<file path="src/hw/bds_map.vh">
// Register offsets, field positions, event codes and reset values of the event selector
`ifndef BDS_MAP_VH
`define BDS_MAP_VH

// ----------------------------------------
// Register offsets (byte addresses)
// ----------------------------------------
`define BDS_OFF_CTRL 8'h00
`define BDS_OFF_COUNT 8'h04
`define BDS_OFF_STATUS 8'h08

// ----------------------------------------
// Control register fields
// ----------------------------------------
`define BDS_CTRL_CODE_LSB 0
`define BDS_CTRL_MASK_LSB 8
`define BDS_CTRL_EN_BIT 16
`define BDS_CTRL_THR_LSB 24
`define BDS_CTRL_RST 32'h00000000
`define BDS_COUNT_RST 32'h00000000

// ----------------------------------------
// Status register fields
// ----------------------------------------
`define BDS_ST_OVF_BIT 0
`define BDS_ST_INC_LSB 8
`define BDS_ST_EN_BIT 16

// ----------------------------------------
// Event codes
// ----------------------------------------
`define BDS_EV_BR_EXEC 8'h88
`define BDS_EV_BR_MISP 8'h89
`define BDS_EV_UNDELIV 8'h9C
`define BDS_EV_DISPATCH 8'hA1
`define BDS_EV_STALL 8'hA2
`define BDS_EV_SWITCH 8'hAB

// ----------------------------------------
// Unit-select values and bit positions
// ----------------------------------------
`define BDS_UM_ALL 8'hFF
`define BDS_UM_UNDELIV 8'h01
`define BDS_UM_SWITCH 8'h01
`define BDS_UB_NOT_TAKEN 6
`define BDS_UB_TAKEN 7
`define BDS_UB_ST_ANY 0
`define BDS_UB_ST_RS 2
`define BDS_UB_ST_SB 3
`define BDS_UB_ST_ROB 4

`endif

</file>
<file path="src/hw/bds_branch_match.v">
// Branch qualifier: type and direction match for the executed-branch events
`timescale 1ns/1ps
`default_nettype none
`include "bds_map.vh"

module bds_branch_match (
  input wire [7:0] umask,
  input wire misp_only,
  input wire br_valid,
  input wire [5:0] br_type,
  input wire br_taken,
  input wire br_mispredicted,
  output wire hit
);

  wire any_type;
  wire dir_sel;
  wire dir_ok;
  wire all_sel;
  wire misp_ok;

  // ----------------------------------------
  // Type and direction
  // ----------------------------------------
  assign any_type = |(umask[5:0] & br_type); // RULE_21
  // No direction bit: type alone qualifies, a lenient reading of illegal masks
  assign dir_sel = umask[`BDS_UB_TAKEN] | umask[`BDS_UB_NOT_TAKEN];
  assign dir_ok = ~dir_sel
    | (umask[`BDS_UB_TAKEN] & br_taken) // RULE_06
    | (umask[`BDS_UB_NOT_TAKEN] & ~br_taken); // RULE_05
  assign all_sel = (umask == `BDS_UM_ALL); // RULE_07
  assign misp_ok = ~misp_only | br_mispredicted; // RULE_08
  assign hit = br_valid & misp_ok & (all_sel | (any_type & dir_ok)); // RULE_09

endmodule // bds_branch_match
`default_nettype wire

</file>
<file path="src/hw/bds_event_select.v">
// Performance event selector with APB-programmed code, unit mask, threshold and counter
`timescale 1ns/1ps
`default_nettype none
`include "bds_map.vh"

// What this block does
// RULE_01 - 88H/04H: indirect jumps, not calls or returns
// RULE_02 - 88H/08H: executed near returns
// RULE_03 - 88H/10H: direct near calls only
// RULE_04 - 88H/20H: indirect near calls, register or memory
// RULE_05 - 40H: not-taken branches, only with 01H
// RULE_06 - 80H: taken branches, needs a type bit
// RULE_07 - FFH under 88H/89H counts every branch
// RULE_08 - 89H: mispredicted only, same type bits
// RULE_09 - 89H direction bits as for 88H
// RULE_10 - 9CH/01H: undelivered slots per thread, summed
// RULE_11 - A1H: per-port dispatch cycles, ports 0,1,4,5
// RULE_12 - A1H 04H/08H: port 2 load, store-address
// RULE_13 - A1H 10H/20H/30H: port 3 load, store-address
// RULE_14 - A2H/01H: any resource stall cycle
// RULE_15 - A2H/04H: no reservation station entry
// RULE_16 - A2H/08H: store buffer full, not draining
// RULE_17 - A2H/10H: reorder buffer full cycles
// RULE_18 - ABH/01H: decode path switch count
// RULE_19 - Threshold one: count nonzero cycles instead
// RULE_20 - Every clock, add OR or sum
// RULE_21 - Any selected type and selected direction
module bds_event_select (
  input wire pclk,
  input wire presetn,
  input wire psel,
  input wire penable,
  input wire pwrite,
  input wire [7:0] paddr,
  input wire [31:0] pwdata,
  output wire [31:0] prdata,
  output wire pready,
  output wire pslverr,
  input wire br_valid,
  input wire br_cond,
  input wire br_direct_jmp,
  input wire br_indirect_jmp,
  input wire br_return,
  input wire br_direct_call,
  input wire br_indirect_call,
  input wire br_taken,
  input wire br_mispredicted,
  input wire [2:0] undelivered_slots,
  input wire disp_p0,
  input wire disp_p1,
  input wire disp_p2_load,
  input wire disp_p2_store_address_uop,
  input wire disp_p3_load,
  input wire disp_p3_store_address_uop,
  input wire disp_p4,
  input wire disp_p5,
  input wire stall_any,
  input wire stall_reservation_station,
  input wire stall_store_buffer,
  input wire stall_store_buffer_drain,
  input wire stall_reorder_buffer,
  input wire decode_path_switch,
  output wire [31:0] event_count,
  output wire [2:0] event_increment
);

  // ----------------------------------------
  // Registers
  // ----------------------------------------
  reg [31:0] ctrl_q;
  reg [31:0] ctrl_d;
  reg [31:0] count_q;
  reg [31:0] count_d;
  reg ovf_q;
  reg ovf_d;
  reg [2:0] inc_q;
  reg [2:0] inc_d;
  reg [31:0] prdata_q;
  reg [31:0] prdata_d;
  reg pslverr_q;
  reg pslverr_d;

  // ----------------------------------------
  // Bus decode
  // ----------------------------------------
  wire setup_ph;
  wire access_wr;
  wire hit_ctrl;
  wire hit_count;
  wire hit_status;
  wire mapped;
  wire wr_ctrl;
  wire wr_count;
  wire wr_status;

  // Zero-wait slave: read data is caught in the setup cycle
  assign setup_ph = psel & ~penable;
  assign access_wr = psel & penable & pwrite;
  assign hit_ctrl = (paddr == `BDS_OFF_CTRL);
  assign hit_count = (paddr == `BDS_OFF_COUNT);
  assign hit_status = (paddr == `BDS_OFF_STATUS);
  assign mapped = hit_ctrl | hit_count | hit_status;
  // Writes to unmapped offsets fall through every decode
  assign wr_ctrl = access_wr & hit_ctrl;
  assign wr_count = access_wr & hit_count;
  assign wr_status = access_wr & hit_status;
  assign pready = 1'b1;
  assign prdata = prdata_q;
  assign pslverr = pslverr_q & psel & penable;

  // ----------------------------------------
  // Control fields
  // ----------------------------------------
  wire [7:0] ev_code;
  wire [7:0] umask;
  wire enable;
  wire [7:0] threshold;

  assign ev_code = ctrl_q[`BDS_CTRL_CODE_LSB +: 8];
  assign umask = ctrl_q[`BDS_CTRL_MASK_LSB +: 8];
  assign enable = ctrl_q[`BDS_CTRL_EN_BIT];
  assign threshold = ctrl_q[`BDS_CTRL_THR_LSB +: 8];

  // ----------------------------------------
  // Branch events
  // ----------------------------------------
  wire [5:0] br_type;
  wire is_br_exec;
  wire is_br_misp;
  wire br_hit;

  // Bit order follows the unit-select type bits 01H..20H
  assign br_type = {
    br_indirect_call, // RULE_04
    br_direct_call, // RULE_03
    br_return, // RULE_02
    br_indirect_jmp, // RULE_01
    br_direct_jmp,
    br_cond
  };
  assign is_br_exec = (ev_code == `BDS_EV_BR_EXEC);
  assign is_br_misp = (ev_code == `BDS_EV_BR_MISP);

  bds_branch_match u_branch (
    .umask(umask),
    .misp_only(is_br_misp),
    .br_valid(br_valid),
    .br_type(br_type),
    .br_taken(br_taken),
    .br_mispredicted(br_mispredicted),
    .hit(br_hit)
  );

  // ----------------------------------------
  // Dispatch and stall strobes
  // ----------------------------------------
  wire [7:0] disp_vec;
  wire [7:0] stall_vec;
  wire [7:0] disp_hit;
  wire [7:0] stall_hit;

  assign disp_vec = {
    disp_p5,
    disp_p4,
    disp_p3_store_address_uop,
    disp_p3_load,
    disp_p2_store_address_uop,
    disp_p2_load,
    disp_p1,
    disp_p0
  };

  // Drain for synchronisation is masked out of the store buffer stall
  assign stall_vec = {
    3'h0,
    stall_reorder_buffer, // RULE_17
    stall_store_buffer & ~stall_store_buffer_drain, // RULE_16
    stall_reservation_station, // RULE_15
    1'b0,
    stall_any // RULE_14
  };

  genvar gi;
  generate
    for (gi = 0; gi < 8; gi = gi + 1) begin : g_mask
      assign disp_hit[gi] = umask[gi] & disp_vec[gi]; // RULE_11
      assign stall_hit[gi] = umask[gi] & stall_vec[gi];
    end
  endgenerate

  // ----------------------------------------
  // Event selection
  // ----------------------------------------
  reg [2:0] sel_count;

  always @* begin
    sel_count = 3'h0;
    case (ev_code)
      `BDS_EV_BR_EXEC: begin
        sel_count = {2'h0, br_hit & is_br_exec}; // RULE_20
      end
      `BDS_EV_BR_MISP: begin
        sel_count = {2'h0, br_hit & is_br_misp}; // RULE_08
      end
      `BDS_EV_UNDELIV: begin
        if (umask == `BDS_UM_UNDELIV) begin
          sel_count = undelivered_slots; // RULE_10
        end
      end
      `BDS_EV_DISPATCH: begin
        // Port 2 and 3 share one cycle: 0CH and 30H give an OR, not a sum
        sel_count = {2'h0, |disp_hit}; // RULE_12 RULE_13
      end
      `BDS_EV_STALL: begin
        sel_count = {2'h0, |stall_hit};
      end
      `BDS_EV_SWITCH: begin
        if (umask == `BDS_UM_SWITCH) begin
          sel_count = {2'h0, decode_path_switch}; // RULE_18
        end
      end
      default: begin
        sel_count = 3'h0;
      end
    endcase
  end

  // ----------------------------------------
  // Threshold
  // ----------------------------------------
  wire thr_zero;
  wire sel_ge;
  wire [2:0] add_val;

  // Zero threshold adds the count; otherwise one per qualifying cycle
  assign thr_zero = (threshold == 8'h00);
  assign sel_ge = ({5'h00, sel_count} >= threshold);
  assign add_val = thr_zero ? sel_count : {2'h0, sel_ge}; // RULE_19

  // ----------------------------------------
  // Counter and overflow
  // ----------------------------------------
  wire [32:0] sum;
  wire wrap;

  assign sum = {1'b0, count_q} + {30'h0, add_val};
  // A preset discards the increment, so it cannot wrap either
  assign wrap = enable & sum[32] & ~wr_count;

  always @* begin
    count_d = count_q;
    ovf_d = ovf_q;
    if (enable) begin
      count_d = sum[31:0]; // RULE_20
    end
    // A software preset wins over a same-cycle increment
    if (wr_count) begin
      count_d = pwdata;
    end
    // Write one clears; a same-cycle wrap still sets
    if (wr_status & pwdata[`BDS_ST_OVF_BIT]) begin
      ovf_d = 1'b0;
    end
    if (wrap) begin
      ovf_d = 1'b1;
    end
  end

  // ----------------------------------------
  // Control and increment next values
  // ----------------------------------------
  // A new setting applies from the edge after the write
  always @* begin
    ctrl_d = ctrl_q;
    if (wr_ctrl) begin
      ctrl_d = pwdata;
    end
    // Disabled counting reports a zero increment
    inc_d = 3'h0;
    if (enable) begin
      inc_d = add_val; // RULE_20
    end
  end

  // ----------------------------------------
  // Status word
  // ----------------------------------------
  reg [31:0] status_word;

  // Bits outside the three fields read as zero
  always @* begin
    status_word = 32'h00000000;
    status_word[`BDS_ST_OVF_BIT] = ovf_q;
    status_word[`BDS_ST_INC_LSB +: 3] = inc_q;
    status_word[`BDS_ST_EN_BIT] = enable;
  end

  // ----------------------------------------
  // Read mux
  // ----------------------------------------
  always @* begin
    prdata_d = prdata_q;
    pslverr_d = pslverr_q;
    if (setup_ph) begin
      prdata_d = 32'h00000000;
      pslverr_d = ~mapped;
      if (~pwrite & hit_ctrl) begin
        prdata_d = ctrl_q;
      end
      if (~pwrite & hit_count) begin
        prdata_d = count_q;
      end
      if (~pwrite & hit_status) begin
        prdata_d = status_word;
      end
    end
  end

  // ----------------------------------------
  // Flip-flops
  // ----------------------------------------
  always @(posedge pclk or negedge presetn) begin
    if (!presetn) begin
      ctrl_q <= `BDS_CTRL_RST;
      count_q <= `BDS_COUNT_RST;
      ovf_q <= 1'b0;
      inc_q <= 3'h0;
      prdata_q <= 32'h00000000;
      pslverr_q <= 1'b0;
    end else begin
      ctrl_q <= ctrl_d;
      count_q <= count_d;
      ovf_q <= ovf_d;
      inc_q <= inc_d;
      prdata_q <= prdata_d;
      pslverr_q <= pslverr_d;
    end
  end

  // ----------------------------------------
  // Outputs
  // ----------------------------------------
  assign event_count = count_q;
  assign event_increment = inc_q;

endmodule // bds_event_select
`default_nettype wire

</file>
<file path="config.mk">
export PLATFORM = sky130hd
export DESIGN_NAME = bds_event_select
export DESIGN_NICKNAME = d
export VERILOG_FILES = /design/src/hw/bds_branch_match.v /design/src/hw/bds_event_select.v
export VERILOG_INCLUDE_DIRS = /design/src /design/src/hw
export SDC_FILE = /design/constraint.sdc
export NUM_CORES = 1
export LEC_CHECK = 0
export ABC_CLOCK_PERIOD_IN_PS = 3800
export BUFFER_PORTS_ARGS = -buffer_cell sky130_fd_sc_hd__buf_2
export CAP_MARGIN = 20
export CORE_MARGIN = 10
export CORE_UTILIZATION = 25
export CTS_CLUSTER_SIZE = 14
export DETAILED_ROUTE_END_ITERATION = 6
export GPL_TIMING_DRIVEN = 0
export PLACE_DENSITY = 0.56
export RECOVER_POWER = 25
export SKIP_CTS_REPAIR_TIMING = 1
export SYNTH_ARGS = -nofsm -noshare
export SYNTH_HDL_FRONTEND = slang
export SYNTH_HIERARCHICAL = 1
export SYNTH_SLANG_ARGS = --single-unit
export TNS_END_PERCENT = 100
</file>
<file path="constraint.sdc">
create_clock -name pclk -period 3.8 [get_ports pclk]
set_input_delay 0.76 -clock pclk [delete_from_list [all_inputs] [get_ports pclk]]
set_output_delay 0.76 -clock pclk [all_outputs]
set_load 0.01 [all_outputs]
</file>
==> metrics.txt, run 1 <==
share of cells above drive strength 1 0.3392; Mapped Nets ~590; CTS sink count 101; asr flop ratio synth 1.000; Root Buffer clkbuf_16; RePlAce Congestion 0.7992; max-capacitance violation count 1; Die H approximately 160 microns; Iter 0 DRT Violations ~300; Syn Std Cell Area about 5100 sq um; Worst Hold Slack 0.4678 ns; utilization after layout 0.3347; final setup margin -0.4672 ns; syn avg cell area just under 10 sq um; Skew-Pair Late Insertion Delay around 0.35 ns; Max VDD drop ~0.00022 V; Area growth, synth to finish 32.63%; commonest cells after routing, fill and taps aside buf_2, dfrtp_1, nor2_1; RSZ-0062 raised after global routing true; Yosys cell types approximately 50; # port buffers ~140; TritonCTS Buffers 9; synthesized instance count 513; Die ar. roughly 26000 sq um; Pre-antenna DRT Iters 5; final count of negative-setup-slack endpoints 31; clock transition at the registers of the reported paths 0.07 ns; DR WL/cell 19.04 microns; total grt overflow 0; final hold vios 0; final max-slew violation count 41; clk buf depth 2; Vias/cell 4.870; antenna-violating nets left 0; Seq/Total Area, Yosys 0.4982; Critical Path RT 4.01 ns; Finished Cell Area slightly below 7000 sq um; post-DP HPWL 13670 microns; Final Net Count between 700 and 800; FF+latch count, synth 101; FP Rows 52; crit end category flip-flop; PwrDens around 340 nW/um^2; Max-slew headroom -0.5049; Synth Flop Type dfrtp_1; number of global-route vias before repair 4591; H-tree lvl count 3; failing checks max-capacitance violations, max-slew violations, negative setup slack; DP Area around 6200 sq um; Worst Tran Pin Value 2.257 ns; fin crit share 1.123; WHS Path Cells 2; critical path class reg2reg; core area between 20000 and 25000 sq um; Non-Filler Instances about 950; most common cell after layout, fill and taps aside buf_2; Crit path arrival time between 4 and 5 ns; vias ~4600; global-route usage over all layers 0.1326; # IOs 140; Period minus WS final between 4 and 5 ns; status complete, but fails checks; Post-synth EDFFs 0; Post-Route Skew ~0.0066 ns; Startpoint Class flip-flop; FF-to-FF path depth 23; TritonCTS clock tree built; initial antenna violation count 1; Fill cells 2103; total wire length between 15000 and 20000 microns; leak pwr around 0.0031 uW; largest net degree at the start of global routing 63; HP Class reg2reg; Initial Util 0.2524; Die X between 150 and 200 microns; first-pass GRT wire length between 20000 and 30000 microns; placed cell count 922; CP max FO 10; drt drc 0; yosys warns 6; Peak Freq 234.3 MHz
-- layer usage --
metal  up-vias  track usage  routed length, microns
li1       2185            -                       -
met1      2288       0.1629                    7714
met2       138       0.2151                    8779
met3        25      0.04424                    1349
met4         0      0.04094                     282
met5         -            0                       0
-- stage by stage --
step | TNS [ns] | worst slack (ns) | total power (uW)
floorplan | -1.743 | -0.1494 | 1187
detailed placement | -21.81 | -1.147 | 1300
finish | -10.37 | -0.4672 | 2267
CTS | -21.42 | -1.130 | 2301
global route | -17.48 | -0.6973 | 2350
global placement | -22.74 | -1.188 | 1293
-- synthesized netlist by cell type (all sizes together), types with 2 or more instances --
master  instances  area [sq um]
o21ai          34         170.2
mux2i           2         20.02
clkbuf         23         86.33
a22o            3         26.28
o22ai           4         25.02
and4            2         17.52
nand4          11         68.82
mux2           30         337.8
inv            11         41.29
nand2b          4         25.02
nor4b           4         35.03
or4             4         30.03
nand2          48         180.2
xnor2          21         183.9
or2             3         18.77
nor3            6         30.03
a221oi          7         67.56
nand3b          4         30.03
a31oi           8         50.05
buf             6         38.79
and3            6         37.54
a21o            4         30.03
and2            3         18.77
nor3b           2         15.01
dfrtp         101          2527
a21oi          31         155.2
ha              6         75.07
nor4            8         50.05
nor2           51         191.4
xor2            5         43.79
or3             5         31.28
nand3          15         80.08
a22oi          28         210.2
-- worst paths after layout --
kind | start | endpoint | slack [ns]
worst max register to register | ctrl_q[4] | event_count[28] | -0.47
max in group asynchronous | presetn | ctrl_q[6] | 0.66
worst min-delay path | prdata[16] | prdata[16] | 0.47
min in group asynchronous | presetn | prdata[30] | 1.07
worst min register to register | prdata[16] | prdata[16] | 0.47
worst max-delay path | ctrl_q[4] | event_count[28] | -0.47
-- where the power goes --
group | internal [uW] | switching, uW
Clock | 578 | 414
Combinational | 64.0 | 90.6
Sequential | 1090 | 26.8
-- worst max-delay path: stages (launching register included) --
cell       delay, ns
dfrtp_1         0.44
nor4b_4         0.32
nand3b_1        0.15
nor2_1          0.12
inv_1           0.07
o2111ai_2       0.18
a31oi_1         0.09
nand3_1         0.11
o311a_1         0.23
and2_4          0.18
ha_4            0.18
nand2b_4        0.13
a21o_1          0.17
a211o_1         0.26
nand2_1         0.08
a31oi_1         0.04
ha_2            0.20
fa_2            0.34
a21o_1          0.23
nand4_1         0.15
buf_12          0.16
nor4_1          0.07
xnor2_1         0.15
a21oi_1         0.08
-- state kept, by name (all words and copies together) (netlist names) --
signal and count:
ctrl_q 32, event_count 32, event_increment 3, ovf_q 1
prdata 32, pslverr_q 1
-- kinds of logic after synthesis --
family / after synthesis / share of synthesized area
simple gates: 180 / 0.1763
compound gates: 126 / 0.1578
flops: 101 / 0.4981
buf+inv: 40 / 0.03280
mux: 32 / 0.07053
xor+xnor: 26 / 0.04488
fa+ha+maj: 7 / 0.01874
other cells: 1 / 0.0007391
-- layout make-up --
cell class / count / area, sq um / area share
diodes: 1 / 2.502 / 0.0003719
plain buffers: 29 / 131.4 / 0.01952
clock buffers: 12 / 236.5 / 0.03514
clock inverters: 4 / 72.57 / 0.01078
inverters: 11 / 41.29 / 0.006136
multi-input cells: 372 / 2549 / 0.3788
flip-flops and latches: 101 / 2529 / 0.3758
well taps: 270 / 337.8 / 0.05020
repair buffers: 152 / 829.5 / 0.1233
Note: power is estimated with default switching activity, not from simulation.
==> run 2: changes to the inputs <==
--- a/config.mk
+++ b/config.mk
@@ -14,9 +14,7 @@
 export CTS_CLUSTER_SIZE = 14
 export DETAILED_ROUTE_END_ITERATION = 6
 export GPL_TIMING_DRIVEN = 0
-export PLACE_DENSITY = 0.56
 export RECOVER_POWER = 25
-export SKIP_CTS_REPAIR_TIMING = 1
 export SYNTH_ARGS = -nofsm -noshare
 export SYNTH_HDL_FRONTEND = slang
 export SYNTH_HIERARCHICAL = 1
==> metrics.txt, run 2 (synthesis results as in run 1) <==
TritonCTS Buffers 9 (unchanged); crit end category flip-flop; Post-Route Skew 0.006014 ns (-0.0005640 ns); CTS hold repair buffers 0; total grt overflow 0 (unchanged); fin crit share 1.134 (+0.01143); Crit path arrival time 4.53 ns (+0.05 ns); largest net degree at the start of global routing 57 (-9.5%); drt drc 0 (unchanged); FF-to-FF End event_count[24]; global-route usage over all layers 0.1380 (+0.005430); met3 WL post-DR 1175 microns (-13%); antenna-violating nets left 0 (unchanged); final hold vios 0 (unchanged); Startpoint Class flip-flop; Die H 162.5 microns (unchanged); H-tree lvl count 3 (unchanged); share of cells above drive strength 1 0.3480 (+0.008746); met2 wire len 8939 microns (+1.8%); core area 20100 sq um (unchanged); CTS sink count 101 (unchanged); Worst Tran Pin Value 2.521 ns (+0.2634 ns); Fill cells 2092 (-0.52%); Peak Freq 232.0 MHz (-1.0%); final count of negative-setup-slack endpoints 31 (unchanged); pre-CTS WS -1.249 ns (-0.1014 ns); number of global-route vias before repair 4753 (+3.5%); TritonCTS clock tree built; DRT met1 WL 7876 microns (+2.1%); Critical Path RT 4.02 ns (about the same); final max-slew violation count 47 (+15%); Iter 0 DRT Violations 261 (-16%); Skew-Pair Late Insertion Delay 0.36 ns (about the same); initial antenna violation count 1 (unchanged); FP Rows 52 (unchanged); HP Class reg2reg; vias 4565 (-1.5%); Die X 162.5 microns (unchanged); Initial Util 0.2524 (unchanged); reg2reg start ctrl_q[4]; FF-to-FF path depth 24 (+4.3%); DR WL/cell 19.14 microns (+0.55%); Worst Hold Slack 0.4668 ns (-0.001023 ns); Final Net Count 757 (+0.40%); hold path endpoint prdata[16]; Pre-antenna DRT Iters 6 (+1); max-capacitance violation count 1 (unchanged); Root Buffer clkbuf_16; DP Area 6165 sq um (unchanged); leak pwr 0.003300 uW (+5.3%); top routing layer in use met4; RePlAce Congestion 0.7953 (-0.49%); reg2reg setup slack -0.51 ns (-0.04 ns); power after layout 2319 uW (+2.3%); commonest cells after routing, fill and taps aside buf_2, dfrtp_1, nor2_1; post-DP HPWL 13690 microns (+0.15%); Period minus WS final 4.311 ns (+0.04344 ns); Max VDD drop 0.0002156 V (-2.9%); clk buf depth 2 (unchanged); WHS Path Cells 2 (unchanged); clock transition at the registers of the reported paths 0.07 ns (about the same); critical path class reg2reg; total wire length 18280 microns (+0.87%); Vias/cell 4.780 (-1.8%); CP max FO 5 (-5); # IOs 140 (unchanged); RSZ-0062 raised after global routing true; failing checks max-capacitance violations, max-slew violations, negative setup slack; Max-slew headroom -0.6804 (-0.1756); most common cell after layout, fill and taps aside buf_2; Finished Cell Area 6863 sq um (+2.0%); Area growth, synth to finish 35.27%; utilization after layout 0.3414 (+0.006659); status complete, but fails checks; final setup margin -0.5107 ns (-0.04344 ns); Die ar. 26390 sq um (unchanged); first-pass GRT wire length 28340 microns (+4.3%); PwrDens 337.9 nW/um^2 (+0.27%); # port buffers 138 (unchanged); hold path start prdata[16]
[run 2: worst max path at each step]
stage                                    from              end  slack, ns  cells past startpoint
finish                              ctrl_q[4]  event_count[24]      -0.51                     24
global route                        ctrl_q[4]  event_count[16]      -0.77                     24
CTS                                 ctrl_q[6]  event_count[28]      -0.51                     24
detailed placement   stall_store_buffer_drain  event_count[30]      -1.25                     18
global placement     stall_store_buffer_drain  event_count[28]      -1.25                     18
floorplan           disp_p3_store_address_uop  event_count[22]      -0.15                     18
[run 2: stage by stage]
stage	setup TNS, ns	std cells
after floorplan	-1.743	513
after detailed placement	-24.06	922
after global placement	-25.17	921
after CTS	-10.76	954
final	-10.75	955
after global routing	-19.42	954
[run 2: timing repair]
| action | 4_1_cts | 5_1_grt |
|---|---|---|
| endpoints found under the setup margin | 32 | 32 |
| gates resized for setup | 32 | 12 |
| setup buffers | 16 | 2 |
| pin swaps | 45 | 31 |
[run 2: worst max-delay path: stages (launching register included)]
cell and delay, ns:
dfrtp_1 0.42, nor4b_4 0.35, nand3b_1 0.16, nor2_1 0.13
inv_1 0.07, o2111ai_2 0.16, a31oi_1 0.09, nand3_1 0.10
o311a_1 0.21, and2_4 0.16, ha_4 0.19, nand2b_4 0.12
a21o_1 0.15, a211o_1 0.26, nand2_1 0.08, a31oi_1 0.05
ha_2 0.21, fa_2 0.36, a21o_1 0.20, nand4_1 0.15
buf_12 0.14, buf_12 0.12, nor3_2 0.05, xnor2_1 0.16
a21oi_1 0.08
[run 2: layout make-up]
| type | instances | area (sq um) | area share |
|---|---|---|---|
| Clock inverter | 3 | 67.56 | 0.009845 |
| Antenna cell | 1 | 2.502 | 0.0003646 |
| Sequential cell | 101 | 2527 | 0.3683 |
| Buffer | 28 | 120.1 | 0.01750 |
| Inverter | 11 | 41.29 | 0.006016 |
| Multi-Input combinational cell | 372 | 2633 | 0.3836 |
| Tap cell | 270 | 337.8 | 0.04923 |
| Timing Repair Buffer | 156 | 873.3 | 0.1273 |
| Clock buffer | 13 | 260.3 | 0.03792 |
[run 2: metal layers]
| layer | GRT usage | vias up |
|---|---|---|
| met5 | 0 | - |
| met4 | 0.04797 | 0 |
| met3 | 0.04044 | 18 |
| met2 | 0.2280 | 107 |
| met1 | 0.1677 | 2247 |
| li1 | - | 2193 |
[run 2: power by group]
part | switching (uW) | internal [uW]
combinational | 90.5 | 64.2
sequential | 26.3 | 1090
clock | 429 | 615
==> run 3: changes to the inputs <==
--- a/config.mk
+++ b/config.mk
@@ -14,7 +14,6 @@
 export CTS_CLUSTER_SIZE = 14
 export DETAILED_ROUTE_END_ITERATION = 6
 export GPL_TIMING_DRIVEN = 0
-export RECOVER_POWER = 25
 export SYNTH_ARGS = -nofsm -noshare
 export SYNTH_HDL_FRONTEND = slang
 export SYNTH_HIERARCHICAL = 1
==> metrics.txt, run 3 (synthesis results as in run 1) <==
Period minus WS final 4.309 ns (-0.001244 ns); Max VDD drop 0.0002156 V (about the same); largest net degree at the start of global routing 57 (unchanged); Post-Route Skew 0.007027 ns (+0.001012 ns); failing checks negative setup slack; core area 20100 sq um (unchanged); Max-slew headroom 0.4419 (+1.122); Final Net Count 757 (unchanged); max-capacitance violation count 0 (-1); Die H 162.5 microns (unchanged); Pre-antenna DRT Iters 4 (-2); Die ar. 26390 sq um (unchanged); post-DP HPWL 13690 microns (unchanged); leak pwr 0.003311 uW (+0.35%); antenna-violating nets left 0 (unchanged); Non-Filler Instances 955 (unchanged); fin crit share 1.134 (about the same); crit end category flip-flop; worst setup path startpoint ctrl_q[4]; TritonCTS clock tree built; initial antenna violation count 1 (unchanged); final count of negative-setup-slack endpoints 31 (unchanged); FP Rows 52 (unchanged); Fill cells 2090 (-0.096%); final setup margin -0.5094 ns (+0.001244 ns); CTS sink count 101 (unchanged); RSZ-0062 raised after global routing true; reg2reg start ctrl_q[4]; most common cell after layout, fill and taps aside buf_2; Initial Util 0.2524 (unchanged); # IOs 140 (unchanged); PwrDens 337.5 nW/um^2 (-0.11%); status complete, but fails checks; critical path class reg2reg; Area growth, synth to finish 35.73%; Crit path arrival time 4.53 ns (about the same); H-tree lvl count 3 (unchanged); Finished Cell Area 6887 sq um (+0.35%); pre-CTS WS -1.249 ns (unchanged); CP max FO 5 (unchanged); first-pass GRT wire length 28340 microns (unchanged); Worst Tran Pin Value 0.8255 ns (-1.695 ns); drt drc 0 (unchanged); final max-slew violation count 0 (-100%); commonest cells after routing, fill and taps aside buf_2, dfrtp_1, nor2_1; Critical Path RT 4.02 ns (about the same); Vias/cell 4.791 (+0.22%); Iter 0 DRT Violations 237 (-9.2%); total wire length 18370 microns (+0.48%); clk buf depth 2 (unchanged); power after layout 2324 uW (+0.23%); total grt overflow 0 (unchanged); Die X 162.5 microns (unchanged); utilization after layout 0.3425 (+0.001182); TritonCTS Buffers 9 (unchanged); number of global-route vias before repair 4753 (unchanged); Peak Freq 232.0 MHz (about the same); Skew-Pair Late Insertion Delay 0.36 ns (about the same); placed cell count 922 (unchanged); # port buffers 138 (unchanged); Root Buffer clkbuf_16; vias 4575 (+0.22%); global-route usage over all layers 0.1380 (unchanged); RePlAce Congestion 0.7953 (unchanged); DP Area 6165 sq um (unchanged); clock transition at the registers of the reported paths 0.07 ns (about the same); DR WL/cell 19.24 microns (+0.48%); CTS hold repair buffers 0 (unchanged); final hold vios 0 (unchanged); Startpoint Class flip-flop; HP Class in2async; share of cells above drive strength 1 0.3494 (+0.001462)
run 3: worst paths after layout:
path / slack (ns) / to / cells after the start
max: -0.51 / event_count[24] / 24
min: 0.42 / event_count[6] / 1
max reg2reg: -0.51 / event_count[24] / 24
min in group pclk: 0.47 / prdata[16] / 2
max in group asynchronous: 2.67 / event_count[30] / 2
min reg2reg: 0.47 / prdata[16] / 2
run 3: area by class of cell:
cell class | count | area [sq um] | share of cell area
multi-input cells | 372 | 2633 | 0.3823
flip-flops and latches | 101 | 2527 | 0.3670
repair buffers | 156 | 897.1 | 0.1303
well taps | 270 | 337.8 | 0.04906
clock buffers | 13 | 260.3 | 0.03779
plain buffers | 28 | 120.1 | 0.01744
clock inverters | 3 | 67.56 | 0.009811
inverters | 11 | 41.29 | 0.005996
diodes | 1 | 2.502 | 0.0003634
run 3: metal layers:
layer  vias up  global-route usage  share of wire
met5         -                   0              0
met4         0             0.04797          0.016
met3        18             0.04044          0.062
met2       106              0.2280           0.49
met1      2256              0.1677           0.43
li1       2195                   -              -
run 3: critical path: stages (launching register included):
cell and delay, ns:
dfrtp_1 0.42, nor4b_4 0.35, nand3b_1 0.15, nor2_1 0.13
inv_1 0.08, o2111ai_2 0.16, a31oi_1 0.08, nand3_1 0.09
o311a_1 0.21, and2_4 0.16, ha_4 0.19, nand2b_4 0.12
a21o_1 0.15, a211o_1 0.26, nand2_1 0.08, a31oi_1 0.05
ha_2 0.21, fa_2 0.36, a21o_1 0.20, nand4_1 0.15
buf_12 0.14, buf_12 0.12, nor3_2 0.05, xnor2_1 0.17
a21oi_1 0.08
run 3: what timing repair did:
action	CTS	global route
gates resized for setup	32	12
setup endpoints to repair	32	32
pin swaps	45	31
setup buffers	16	2
run 3: power breakdown:
part / switching, uW / internal, uW / total (uW)
combinational: 91.4 / 67.0 / 158
clock: 431 / 615 / 1050
sequential: 26.5 / 1090 / 1120
run 3: per-stage QoR:
step | hold slack, ns | TNS (ns)
after floorplan | 0.4454 | -1.743
after global placement | 0.4568 | -25.17
after detailed placement | 0.4622 | -24.06
after CTS | 0.4446 | -10.76
after global routing | 0.4653 | -19.42
final | 0.4168 | -10.53
